### src/sdc_regs.svh
// register offsets, field positions, reset values for the channel-6 slice
`ifndef SDC_REGS_SVH
`define SDC_REGS_SVH

// ==========================================================================
// register indexes (byte address is four times the index)
`define SDC_IDX_INPUT_CTL     9'h0B6
`define SDC_IDX_PRELOAD       9'h0BE
`define SDC_IDX_TRIM          9'h0BF
`define SDC_IDX_RESULT        9'h11C
`define SDC_IDX_IRQ_VECTOR    9'h1AE
`define SDC_IDX_HALF_CTL      9'h1C0

// ==========================================================================
// input control fields
`define SDC_INCTL_DLY_BIT     6
`define SDC_INCTL_GAIN_HI     5
`define SDC_INCTL_GAIN_LO     3
`define SDC_INCTL_PAIR_HI     2
`define SDC_INCTL_PAIR_LO     0
`define SDC_INCTL_RESET       7'h00

// ==========================================================================
// half control fields
`define SDC_HALF_SEL_BIT      0
`define SDC_HALF_TOG_BIT      1
`define SDC_HALF_DONE_BIT     2

// ==========================================================================
// trim fields
`define SDC_TRIM_DLY_HI       4
`define SDC_TRIM_DLY_LO       3
`define SDC_TRIM_BIAS_HI      2
`define SDC_TRIM_BIAS_LO      0
`define SDC_TRIM_RESET        5'h0C

// ==========================================================================
// misc values
`define SDC_PRELOAD_RESET     8'h00
`define SDC_VEC_NONE          5'h00
`define SDC_VEC_OVERFLOW      5'h02
`define SDC_VEC_CH0           5'h04
`define SDC_VEC_STEP          5'h02
`define SDC_GAIN_MAX          3'h4
`define SDC_PAIR_TEMP         3'h6
`define SDC_PAIR_RSVD         3'h7
`define SDC_SAMPLE_FIRST      3'h1
`define SDC_SAMPLE_FOURTH     3'h4

`endif

### src/sdc_pkg.sv
// types shared by the channel-6 register slice
package sdc_pkg;

  // ========================================================================
  // input control layout
  typedef struct packed {
    logic       first_irq_delay_select;
    logic [2:0] preamp_gain_code;
    logic [2:0] input_pair_select;
  } sdc_input_ctl_t;

  // ========================================================================
  // trim layout
  typedef struct packed {
    logic [1:0] reference_delay_trim;
    logic [2:0] bias_current_trim;
  } sdc_trim_t;

  // ========================================================================
  // gain codes
  typedef enum logic [2:0] {
    SDC_GAIN_X1  = 3'h0,
    SDC_GAIN_X2  = 3'h1,
    SDC_GAIN_X4  = 3'h2,
    SDC_GAIN_X8  = 3'h3,
    SDC_GAIN_X16 = 3'h4
  } sdc_gain_t;

  // ========================================================================
  // bus phase, one-hot
  typedef enum logic [1:0] {
    SDC_BUS_IDLE = 2'b01,
    SDC_BUS_ACK  = 2'b10
  } sdc_bus_state_t;

endpackage : sdc_pkg

### src/sdc_channel6.sv
// channel-6 register slice, interrupt vector and trim of the converter
`timescale 1ns/10ps
`include "sdc_regs.svh"

module sdc_channel6 #(
  parameter int CHANNELS   = 7,
  parameter int ADDR_WIDTH = 11
) (
  input  wire logic                  clk,
  input  wire logic                  rst_n,
  input  wire logic                  brown_out_reset_n,
  input  wire logic [ADDR_WIDTH-1:0] avs_address,
  input  wire logic                  avs_read,
  input  wire logic                  avs_write,
  input  wire logic [15:0]           avs_writedata,
  input  wire logic [1:0]            avs_byteenable,
  output logic      [15:0]           avs_readdata,
  output logic                       avs_waitrequest,
  input  wire logic [31:0]           filter_output,
  input  wire logic                  result_valid,
  input  wire logic [CHANNELS-1:0]   overflow_flag,
  input  wire logic [CHANNELS-2:0]   other_done_flag,
  input  wire logic                  reference_source_select,
  output logic                       conversion_done_flag,
  output logic                       result_half_select,
  output logic      [4:0]            vector_code,
  output logic                       first_irq_delay_select,
  output logic      [2:0]            first_irq_sample,
  output logic      [2:0]            preamp_gain_code,
  output logic                       gain_code_reserved,
  output logic      [2:0]            input_pair_select,
  output logic                       temp_sensor_selected,
  output logic                       input_code_reserved,
  output logic      [7:0]            filter_preload_value,
  output logic      [1:0]            reference_delay_trim,
  output logic      [1:0]            applied_delay_trim,
  output logic      [2:0]            bias_current_trim
);

  // ========================================================================
  // address decode helper
  function automatic logic hit(input logic [ADDR_WIDTH-1:0] addr,
                               input logic [8:0]            idx);
    hit = (addr == {idx, 2'b00});
  endfunction : hit

  // ========================================================================
  // declarations
  sdc_pkg::sdc_bus_state_t bus_state;
  sdc_pkg::sdc_bus_state_t next_bus_state;
  sdc_pkg::sdc_input_ctl_t input_ctl;
  sdc_pkg::sdc_trim_t      trim;
  logic [31:0]             result_word;
  logic                    result_half_toggle;
  logic [7:0]              preload;
  logic [4:0]              live_vector;
  logic                    bus_req;
  logic                    take;
  logic                    take_rd;
  logic                    take_wr;
  logic                    wr_lo;
  logic                    result_read;
  logic [15:0]             next_readdata;
  logic [15:0]             half_value;

  assign bus_req = avs_read | avs_write;
  // the transfer completes on the edge that sees waitrequest low
  assign take    = bus_req & (bus_state == sdc_pkg::SDC_BUS_ACK);
  assign take_rd = take & avs_read;
  assign take_wr = take & avs_write;
  assign wr_lo   = take_wr & avs_byteenable[0];
  // result read side effects wait for the completing edge, not the
  // wait state, so each read clears the flag once and, with toggle set, flips the select once
  assign result_read = take_rd & hit(avs_address, `SDC_IDX_RESULT);

  // ========================================================================
  // bus phase: one wait state on every access
  always_comb begin
    next_bus_state = bus_state;
    case (bus_state)
      sdc_pkg::SDC_BUS_IDLE: begin
        if (bus_req) begin
          next_bus_state = sdc_pkg::SDC_BUS_ACK;
        end
      end
      sdc_pkg::SDC_BUS_ACK: begin
        next_bus_state = sdc_pkg::SDC_BUS_IDLE;
      end
      default: begin
        next_bus_state = sdc_pkg::SDC_BUS_IDLE;
      end
    endcase
  end

  always_ff @(posedge clk or negedge rst_n) begin
    if (!rst_n) begin
      bus_state <= sdc_pkg::SDC_BUS_IDLE;
    end else begin
      bus_state <= next_bus_state;
    end
  end

  always_ff @(posedge clk or negedge rst_n) begin
    if (!rst_n) begin
      avs_waitrequest <= 1'b1;
    end else begin
      avs_waitrequest <= !(bus_req && bus_state == sdc_pkg::SDC_BUS_IDLE);
    end
  end

  // ========================================================================
  // conversion result store
  always_ff @(posedge clk or negedge rst_n) begin
    if (!rst_n) begin
      result_word <= 32'h0000_0000;
    end else if (result_valid) begin
      result_word <= filter_output;
    end
  end

  assign half_value = result_half_select ? result_word[15:0]
                                         : result_word[31:16];

  // ========================================================================
  // half select and toggle
  always_ff @(posedge clk or negedge rst_n) begin
    if (!rst_n) begin
      result_half_toggle <= 1'b0;
    end else if (wr_lo && hit(avs_address, `SDC_IDX_HALF_CTL)) begin
      result_half_toggle <= avs_writedata[`SDC_HALF_TOG_BIT];
    end
  end

  always_ff @(posedge clk or negedge rst_n) begin
    if (!rst_n) begin
      result_half_select <= 1'b0;
    end else if (wr_lo && hit(avs_address, `SDC_IDX_HALF_CTL)) begin
      result_half_select <= avs_writedata[`SDC_HALF_SEL_BIT];
    end else if (result_read && result_half_toggle) begin
      result_half_select <= !result_half_select;
    end
  end

  // ========================================================================
  // done flag: a new result wins over any clear in the same cycle
  always_ff @(posedge clk or negedge rst_n) begin
    if (!rst_n) begin
      conversion_done_flag <= 1'b0;
    end else if (result_valid) begin
      conversion_done_flag <= 1'b1;
    end else if (result_read) begin
      conversion_done_flag <= 1'b0;
    end else if (wr_lo && hit(avs_address, `SDC_IDX_HALF_CTL)) begin
      conversion_done_flag <= avs_writedata[`SDC_HALF_DONE_BIT];
    end
  end

  // ========================================================================
  // input control
  always_ff @(posedge clk or negedge rst_n) begin
    if (!rst_n) begin
      input_ctl <= `SDC_INCTL_RESET;
    end else if (wr_lo && hit(avs_address, `SDC_IDX_INPUT_CTL)) begin
      input_ctl <= avs_writedata[6:0];
    end
  end

  always_ff @(posedge clk or negedge rst_n) begin
    if (!rst_n) begin
      first_irq_delay_select <= 1'b0;
      first_irq_sample       <= `SDC_SAMPLE_FOURTH;
    end else begin
      first_irq_delay_select <= input_ctl.first_irq_delay_select;
      first_irq_sample       <= input_ctl.first_irq_delay_select
                                ? `SDC_SAMPLE_FIRST : `SDC_SAMPLE_FOURTH;
    end
  end

  always_ff @(posedge clk or negedge rst_n) begin
    if (!rst_n) begin
      preamp_gain_code   <= 3'h0;
      gain_code_reserved <= 1'b0;
    end else begin
      preamp_gain_code   <= input_ctl.preamp_gain_code;
      gain_code_reserved <= input_ctl.preamp_gain_code > `SDC_GAIN_MAX;
    end
  end

  always_ff @(posedge clk or negedge rst_n) begin
    if (!rst_n) begin
      input_pair_select    <= 3'h0;
      temp_sensor_selected <= 1'b0;
      input_code_reserved  <= 1'b0;
    end else begin
      input_pair_select    <= input_ctl.input_pair_select;
      temp_sensor_selected <= input_ctl.input_pair_select == `SDC_PAIR_TEMP;
      input_code_reserved  <= input_ctl.input_pair_select == `SDC_PAIR_RSVD;
    end
  end

  // ========================================================================
  // filter preload
  always_ff @(posedge clk or negedge rst_n) begin
    if (!rst_n) begin
      preload <= `SDC_PRELOAD_RESET;
    end else if (wr_lo && hit(avs_address, `SDC_IDX_PRELOAD)) begin
      preload <= avs_writedata[7:0];
    end
  end

  always_ff @(posedge clk or negedge rst_n) begin
    if (!rst_n) begin
      filter_preload_value <= `SDC_PRELOAD_RESET;
    end else begin
      filter_preload_value <= preload;
    end
  end

  // ========================================================================
  // trim: kept across ordinary resets, lost only on brown-out
  always_ff @(posedge clk or negedge brown_out_reset_n) begin
    if (!brown_out_reset_n) begin
      trim <= `SDC_TRIM_RESET;
    end else if (wr_lo && hit(avs_address, `SDC_IDX_TRIM)) begin
      trim <= avs_writedata[4:0];
    end
  end

  always_ff @(posedge clk or negedge brown_out_reset_n) begin
    if (!brown_out_reset_n) begin
      // fields cut from the packed reset word so the outputs agree with
      // the register straight after a brown-out
      reference_delay_trim <= 2'(`SDC_TRIM_RESET >> `SDC_TRIM_DLY_LO);
      bias_current_trim    <= 3'(`SDC_TRIM_RESET);
    end else begin
      reference_delay_trim <= trim.reference_delay_trim;
      bias_current_trim    <= trim.bias_current_trim;
    end
  end

  // external reference makes the delay trim irrelevant, so park it at zero
  always_ff @(posedge clk or negedge rst_n) begin
    if (!rst_n) begin
      applied_delay_trim <= 2'h0;
    end else if (reference_source_select) begin
      applied_delay_trim <= trim.reference_delay_trim;
    end else begin
      applied_delay_trim <= 2'h0;
    end
  end

  // ========================================================================
  // interrupt vector
  // overflow of any channel
  // overflow source carries no channel number
  sdc_irq_vector #(
    .CHANNELS        (CHANNELS)
  ) u_vector (
    .overflow_any    (|overflow_flag),
    .conversion_done ({conversion_done_flag, other_done_flag}),
    .vector_code     (live_vector)
  );

  // registered copy lags the live code by a cycle; bus reads take the
  // live code so software never sees a stale source
  always_ff @(posedge clk or negedge rst_n) begin
    if (!rst_n) begin
      vector_code <= `SDC_VEC_NONE;
    end else begin
      vector_code <= live_vector;
    end
  end

  // ========================================================================
  // read mux; unmapped addresses read zero
  always_comb begin
    next_readdata = 16'h0000;
    if (hit(avs_address, `SDC_IDX_INPUT_CTL)) begin
      next_readdata = {9'h000, input_ctl};
    end else if (hit(avs_address, `SDC_IDX_PRELOAD)) begin
      next_readdata = {8'h00, preload};
    end else if (hit(avs_address, `SDC_IDX_TRIM)) begin
      next_readdata = {11'h000, trim};
    end else if (hit(avs_address, `SDC_IDX_RESULT)) begin
      next_readdata = half_value;
    end else if (hit(avs_address, `SDC_IDX_IRQ_VECTOR)) begin
      next_readdata = {11'h000, live_vector};
    end else if (hit(avs_address, `SDC_IDX_HALF_CTL)) begin
      next_readdata = {13'h0000, conversion_done_flag,
                       result_half_toggle, result_half_select};
    end
  end

  // data is caught during the wait state and held over the completing edge
  always_ff @(posedge clk or negedge rst_n) begin
    if (!rst_n) begin
      avs_readdata <= 16'h0000;
    end else if (avs_read && bus_state == sdc_pkg::SDC_BUS_IDLE) begin
      avs_readdata <= next_readdata;
    end
  end

endmodule : sdc_channel6

### src/sdc_irq_vector.sv
// priority encoder for the shared converter interrupt vector
`timescale 1ns/10ps
`include "sdc_regs.svh"

module sdc_irq_vector #(
  parameter int CHANNELS = 7
) (
  input  wire logic                overflow_any,
  input  wire logic [CHANNELS-1:0] conversion_done,
  output logic      [4:0]          vector_code
);

  // ========================================================================
  // encoder: scan from lowest priority up so the highest wins
  always_comb begin
    vector_code = `SDC_VEC_NONE;
    for (int i = CHANNELS - 1; i >= 0; i--) begin
      if (conversion_done[i]) begin
        vector_code = 5'(`SDC_VEC_CH0 + `SDC_VEC_STEP * i);
      end
    end
    if (overflow_any) begin
      vector_code = `SDC_VEC_OVERFLOW;
    end
  end

endmodule : sdc_irq_vector

### config.mk
export PLATFORM = sky130hd
export DESIGN_NAME = sdc_channel6
export DESIGN_NICKNAME = d
export VERILOG_FILES = /design/src/sdc_pkg.sv /design/src/sdc_channel6.sv /design/src/sdc_irq_vector.sv
export VERILOG_INCLUDE_DIRS = /design/src
export SDC_FILE = /design/constraint.sdc
export NUM_CORES = 1
export LEC_CHECK = 0
export BUFFER_PORTS_ARGS = -buffer_cell sky130_fd_sc_hd__buf_2
export CAP_MARGIN = 20
export CORE_AREA = 2 2 92 94
export DETAILED_ROUTE_END_ITERATION = 8
export DIE_AREA = 0 0 94 96
export PLACE_DENSITY = 0.84
export SYNTH_ARGS = -nofsm -noshare
export SYNTH_HDL_FRONTEND = slang
export SYNTH_SLANG_ARGS = --single-unit
### constraint.sdc
create_clock -name clk -period 4.5 [get_ports clk]
set_input_delay 0.9 -clock clk [delete_from_list [all_inputs] [get_ports clk]]
set_output_delay 0.9 -clock clk [all_outputs]
set_load 0.05 [all_outputs]
== Yosys cells after proc, flatten, opt, wreduce, memory -nomap -nowiden ==
Index checks and enable logic that the tools add are counted.

* Equality and inequality tests: 11
* Bitwise gates (word level): 6
* Magnitude comparators: 1
* Mux-type cells: 24
* Reduce and logical (&&, ||, !) cells: 12

{| class="wikitable"
|+ Operators by type and width
! operator !! number
|-
| $mux 16 || 5
|-
| $mux 5 || 9
|-
| $eq 11x10->1 const B || 3
|-
| $eq 11x11->1 const B || 3
|-
| $logic_and 1x1->1 || 7
|-
| $reduce_or 7->1 || 1
|-
| $eq 3x3->1 const B || 2
|-
| $mux 2 || 3
|-
| $mux 3 || 2
|-
| $and 1x1->1 || 5
|-
| $mux 1 || 5
|-
| $gt 3x3->1 const B || 1
|-
| $reduce_bool 3->1 || 1
|-
| $eq 2x1->1 const B || 1
|-
| $eq 2x2->1 const B || 1
|-
| $logic_not 1->1 || 2
|-
| $ne 2x2->1 const B || 1
|-
| $reduce_bool 2->1 || 1
|-
| $or 1x1->1 || 1
|}

* Flip-flop bits (word level): 107
* Bits of input ports: 81
* Output and inout bits: 52

== Longest topological paths before layout ==
* Word-level depth: 13
* Gate-level depth with buffers: 6
* Depth with buffers taken out: 5

== Cells and area by module ==
From an unflattened synthesis, not the netlist that was laid out.

* Cell total of the unflattened synthesis: 331
* Area total of the unflattened synthesis: 4445.5 µm²

{| class="wikitable"
|+ By module, submodules not included
! module !! instances !! cells each !! seq. area each (µm²) !! area an instance (µm²)
|-
| sdc_channel6 || 1 || 317 || 2636.3 || 4362.9
|-
| sdc_irq_vector || 1 || 14 || 0.0 || 82.6
|}

== Worst setup path after synthesis ==
No wires, ideal clock.

* Path type: input to register
* From: input port avs_address[1]
* To: register preload[0]
* Cell stages on the path: 6
* Required time: 4.375 ns
* Slack: 2.042 ns
* Library setup time: 0.125 ns
* Data arrival time: 2.333 ns
* Cell sequence: or3b_1 buf_6 nor4_4 and3_1 buf_2 mux2_2

* Word-level cells in the longest chain between the ends: 2

{| class="wikitable"
|+ Ends and longest elaborated chain
! element !! line !! text
|-
| start, declared || sdc_channel6.sv:12 || <nowiki>input wire logic [ADDR_WIDTH-1:0] avs_address,</nowiki>
|-
| $eq 11x10->1 || sdc_channel6.sv:44 || <nowiki>hit = (addr == {idx, 2'b00});</nowiki>
|-
| $logic_and 1x1->1 || sdc_channel6.sv:206 || <nowiki>end else if (wr_lo && hit(avs_address, `SDC_IDX_PRELOAD)) begin</nowiki>
|-
| end signal, assigned || sdc_channel6.sv:205 || <nowiki>preload <= `SDC_PRELOAD_RESET;</nowiki>
|-
| end signal, assigned || sdc_channel6.sv:207 || <nowiki>preload <= avs_writedata[7:0];</nowiki>
|-
| end, declared || sdc_channel6.sv:55 || <nowiki>logic [7:0] preload;</nowiki>
|}

No other way between the ends.
A chain may end at the register's enable or synchronous reset.

== Worst setup path after layout ==
* From: input port avs_address[1]
* To: register preload[1]

The elaborated chain is that of the path after synthesis.

==> results.tsv <==
stage	metric	value	unit
run_status	status	complete, no violations	
clock_tree	hold buffer count at CTS	0	
floorplanning	area of the die	9020	um2
cells_and_area	share of cells above drive strength 1	0.449	
critical_path	crit path kind	in -> reg	
clock_tree	CTS H-tree depth	3	
floorplanning	# rows	33	
floorplanning	Die X-Extent	94	um
timing	setup TNS	0	ns
power_and_ir_drop	Leakage	2.55	nW
routing	DR WL/cell	16.0	um
critical_path	CP Launch Type	primary input	
cells_and_area	fin nets	535	
critical_path	Reg2Reg Depth	4	
cells_and_area	Area Growth Syn to Fin	20.2	%
clock_tree	CTS tree	built	
global_routing	grt met3 use	0.0548	
global_routing	largest net degree at the start of global routing	60	
synthesis	Synth cell types	50	
clock_tree	Post-CTS Resized	0	
timing	worst rel slew slack	0.342	
routing	Detail Route Antenna Nets	0	
power_and_ir_drop	Peak VDD IR	0.219	mV
power_and_ir_drop	clock share of power	0.301	
cells_and_area	Filler cells	645	
synthesis	synth warn	0	
power_and_ir_drop	Seq pwr share	0.514	
critical_path	critical path required time	4.74	ns
clock_tree	number of CTS-inserted buffers	9	
critical_path	crit path DAT	2.78	ns
routing	final wirelength	9.05	mm
place	port bufs	121	
synthesis	Seq/Total Area, Yosys	0.601	
critical_path	Critical Path End Type	register	
synthesis	mapped cell area	4350	um2
timing	Worst Skew	0.0105	ns
cells_and_area	Finished Cell Area	5230	um2
timing	min cycle time layout	2.54	ns
run	Max-Cap Viols	0	
global_routing	GR Util met1	0.270	
power_and_ir_drop	combinational fraction of design power	0.185	
clock_tree	clock sink count	104	
timing	fin crit share	0.565	
clock_tree	Post-CTS Setup Inserts	0	
critical_path	r2r startpoint	bus_state[0]	
clock_tree	Clk Latency, worst-skew pair	0.36	ns
cells_and_area	Inserted Diodes	0	
global_routing	GRT Overall Usage	0.209	
synthesis	EDFF count, synth	0	
global_routing	remaining global-route overflow	0	
floorplanning	# IOs	133	
place	DP Area	5010	um2
timing	max-slew violations	0	
timing	fmax	393	MHz
critical_path	worst reg2reg endpoint	avs_readdata[2]	
power_and_ir_drop	Cell Int Power	0.00145	W
timing	Worst-Margin Slew	0.984	ns
timing	Final Hold Fails	0	
floorplanning	chip height	96	um
global_routing	initial antenna violation count	0	
critical_path	internal reg-to-reg setup slack	2.41	ns
place	Post-DP HPWL	6.76	mm
global_routing	GRT met2 Usage	0.340	
routing	vias	3050	
clock_tree	clk buf depth	2	
floorplanning	Initial Util	0.540	
power_and_ir_drop	sw frac	0.289	
synthesis	synthesized area per cell	12.9	um2
timing	Setup Viol. Count Final	0	
routing	drc violations	0	
synthesis	Synth Register Bits	104	
routing	post-DR vias/cell	5.41	
global_routing	number of global-route vias before repair	2924	
place	GPL Wtd Cong	0.877	
global_routing	first-pass GRT wire length	14.4	mm
routing	TritonRoute pass-1 iters	5	
min_path	Min-Delay Path Class	in -> async	
power_and_ir_drop	Psw	0.000588	W
clock_tree	Root Driver	clkbuf_8	
power_and_ir_drop	Pwr Density	389	nW/um2
synthesis	Mapped Cells	338	
routing	drt first-iter violations	116	
floorplanning	Core ar.	8050	um2
critical_path	Crit Path Max Fanout	8	
global_routing	global route hottest layer	met2	
critical_path	CP Launch Point	avs_address[1]	
timing	unrepaired setup endpoints after global routing	no	
clock_tree	clock slew at reported path FFs	0.09	ns
synthesis	ys async rst share	1.00	
synthesis	ys flop type	dfrtp_1	
## synth_stat cells, types with 2 or more instances
master    instances  area share
nand2b_1          3      0.0043
nor3_1            6      0.0069
o21a_1            3      0.0052
mux2_2           54        0.14
o21ai_0           6      0.0069
dfrtp_1          97        0.56
nand2_1          22       0.019
clkbuf_1         11      0.0095
o31a_1            2      0.0040
and3_1            3      0.0043
buf_2             4      0.0046
a21oi_1          16       0.018
o221ai_1          3      0.0060
nor2_1           17       0.015
mux2i_1          19       0.044
or4_1             2      0.0035
nor2b_1           7       0.010
inv_1             6      0.0052
dfstp_2           7       0.042
nor4_1            3      0.0043
a31oi_1           2      0.0029
o31ai_1           8       0.014
nand3_1           3      0.0035
and4b_1           2      0.0046
and2_1            4      0.0058
nand4_1           2      0.0029
buf_4             3      0.0052
## worst max-delay path: stages
cell    delay (ns)
buf_2         0.12
or3b_1        0.52
nor4_4        0.36
and3_1        0.50
mux2_2        0.39
## sequential cells by signal, summed over array words and instances (netlist names), 4 cells and up
name / cells
result_word: 32
avs_readdata: 16
trim: 5
vector_code: 4
filter_preload_value: 8
input_ctl: 7
preload: 8
## worst max-delay path by stage
stage | slack (ns) | to | depth (start not counted)
6_report | 1.96 | preload[1] | 5
2_1_floorplan | 2.04 | preload[0] | 6
4_1_cts | 1.98 | preload[1] | 5
5_1_grt | 1.88 | preload[1] | 5
3_3_place_gp | 1.63 | preload[6] | 5
3_5_place_dp | 1.58 | preload[6] | 5
## kinds of logic (layout without fill, tap and decap cells)
family                    after synthesis  after routing  synth area share
DFF                                   104            104             0.601
AOI/OAI and AO/OA                      50             50            0.0786
muxes                                  73             73             0.184
xor gates and xnor gates                1              1           0.00201
other                                   1              2          0.000862
and+or+nand+nor                        83             83             0.106
buffers and inverters                  26            146            0.0279
## cells in the final DEF, fill, tap and decap left out, drive strengths merged, types with 8 or more instances in the layout
cell,n
o31ai,8
nor2,17
buf,124
mux2,54
mux2i,19
a21oi,17
nand2,22
clkbuf,11
dfrtp,97
## layer usage
metal	up-vias	share of wire	wire, um
met5	-	0	0
met4	0	0.018	163
met3	14	0.077	700
met2	118	0.48	4350
met1	1482	0.42	3840
li1	1436	-	-
## area by class of cell
class | count | area, um2 | share of cell area
clock buffers | 11 | 131 | 0.0251
clock inverters | 5 | 81.3 | 0.0156
inverters | 6 | 22.5 | 0.00431
multi-input cells | 209 | 1620 | 0.310
flip-flops and latches | 104 | 2610 | 0.500
well taps | 105 | 131 | 0.0251
repair buffers | 124 | 631 | 0.121
## power groups by stage
| stage | Clock, W | Combinational (W) | Sequential, W |
|---|---|---|---|
| final | 0.000614 | 0.000376 | 0.00105 |
| after floorplan | 0 | 0.000156 | 0.00116 |
| after detailed placement | 0 | 0.000378 | 0.00106 |
| after global placement | 0 | 0.000369 | 0.00106 |
| after global routing | 0.000667 | 0.000408 | 0.00105 |
| after CTS | 0.000626 | 0.000378 | 0.00105 |
## stage by stage
step                      hold WS, ns  std cells  utilization  setup slack [ns]  total power, W
after floorplan                 0.359        339            -              2.04         0.00132
after global placement          0.369        548        0.623              1.63         0.00143
after detailed placement        0.377        548        0.623              1.58         0.00144
after CTS                       0.373        564        0.649              1.98         0.00205
after global routing            0.373        564        0.649              1.88         0.00213
final                           0.375        564        0.649              1.96         0.00204
Power figures use the tool's default switching activity.
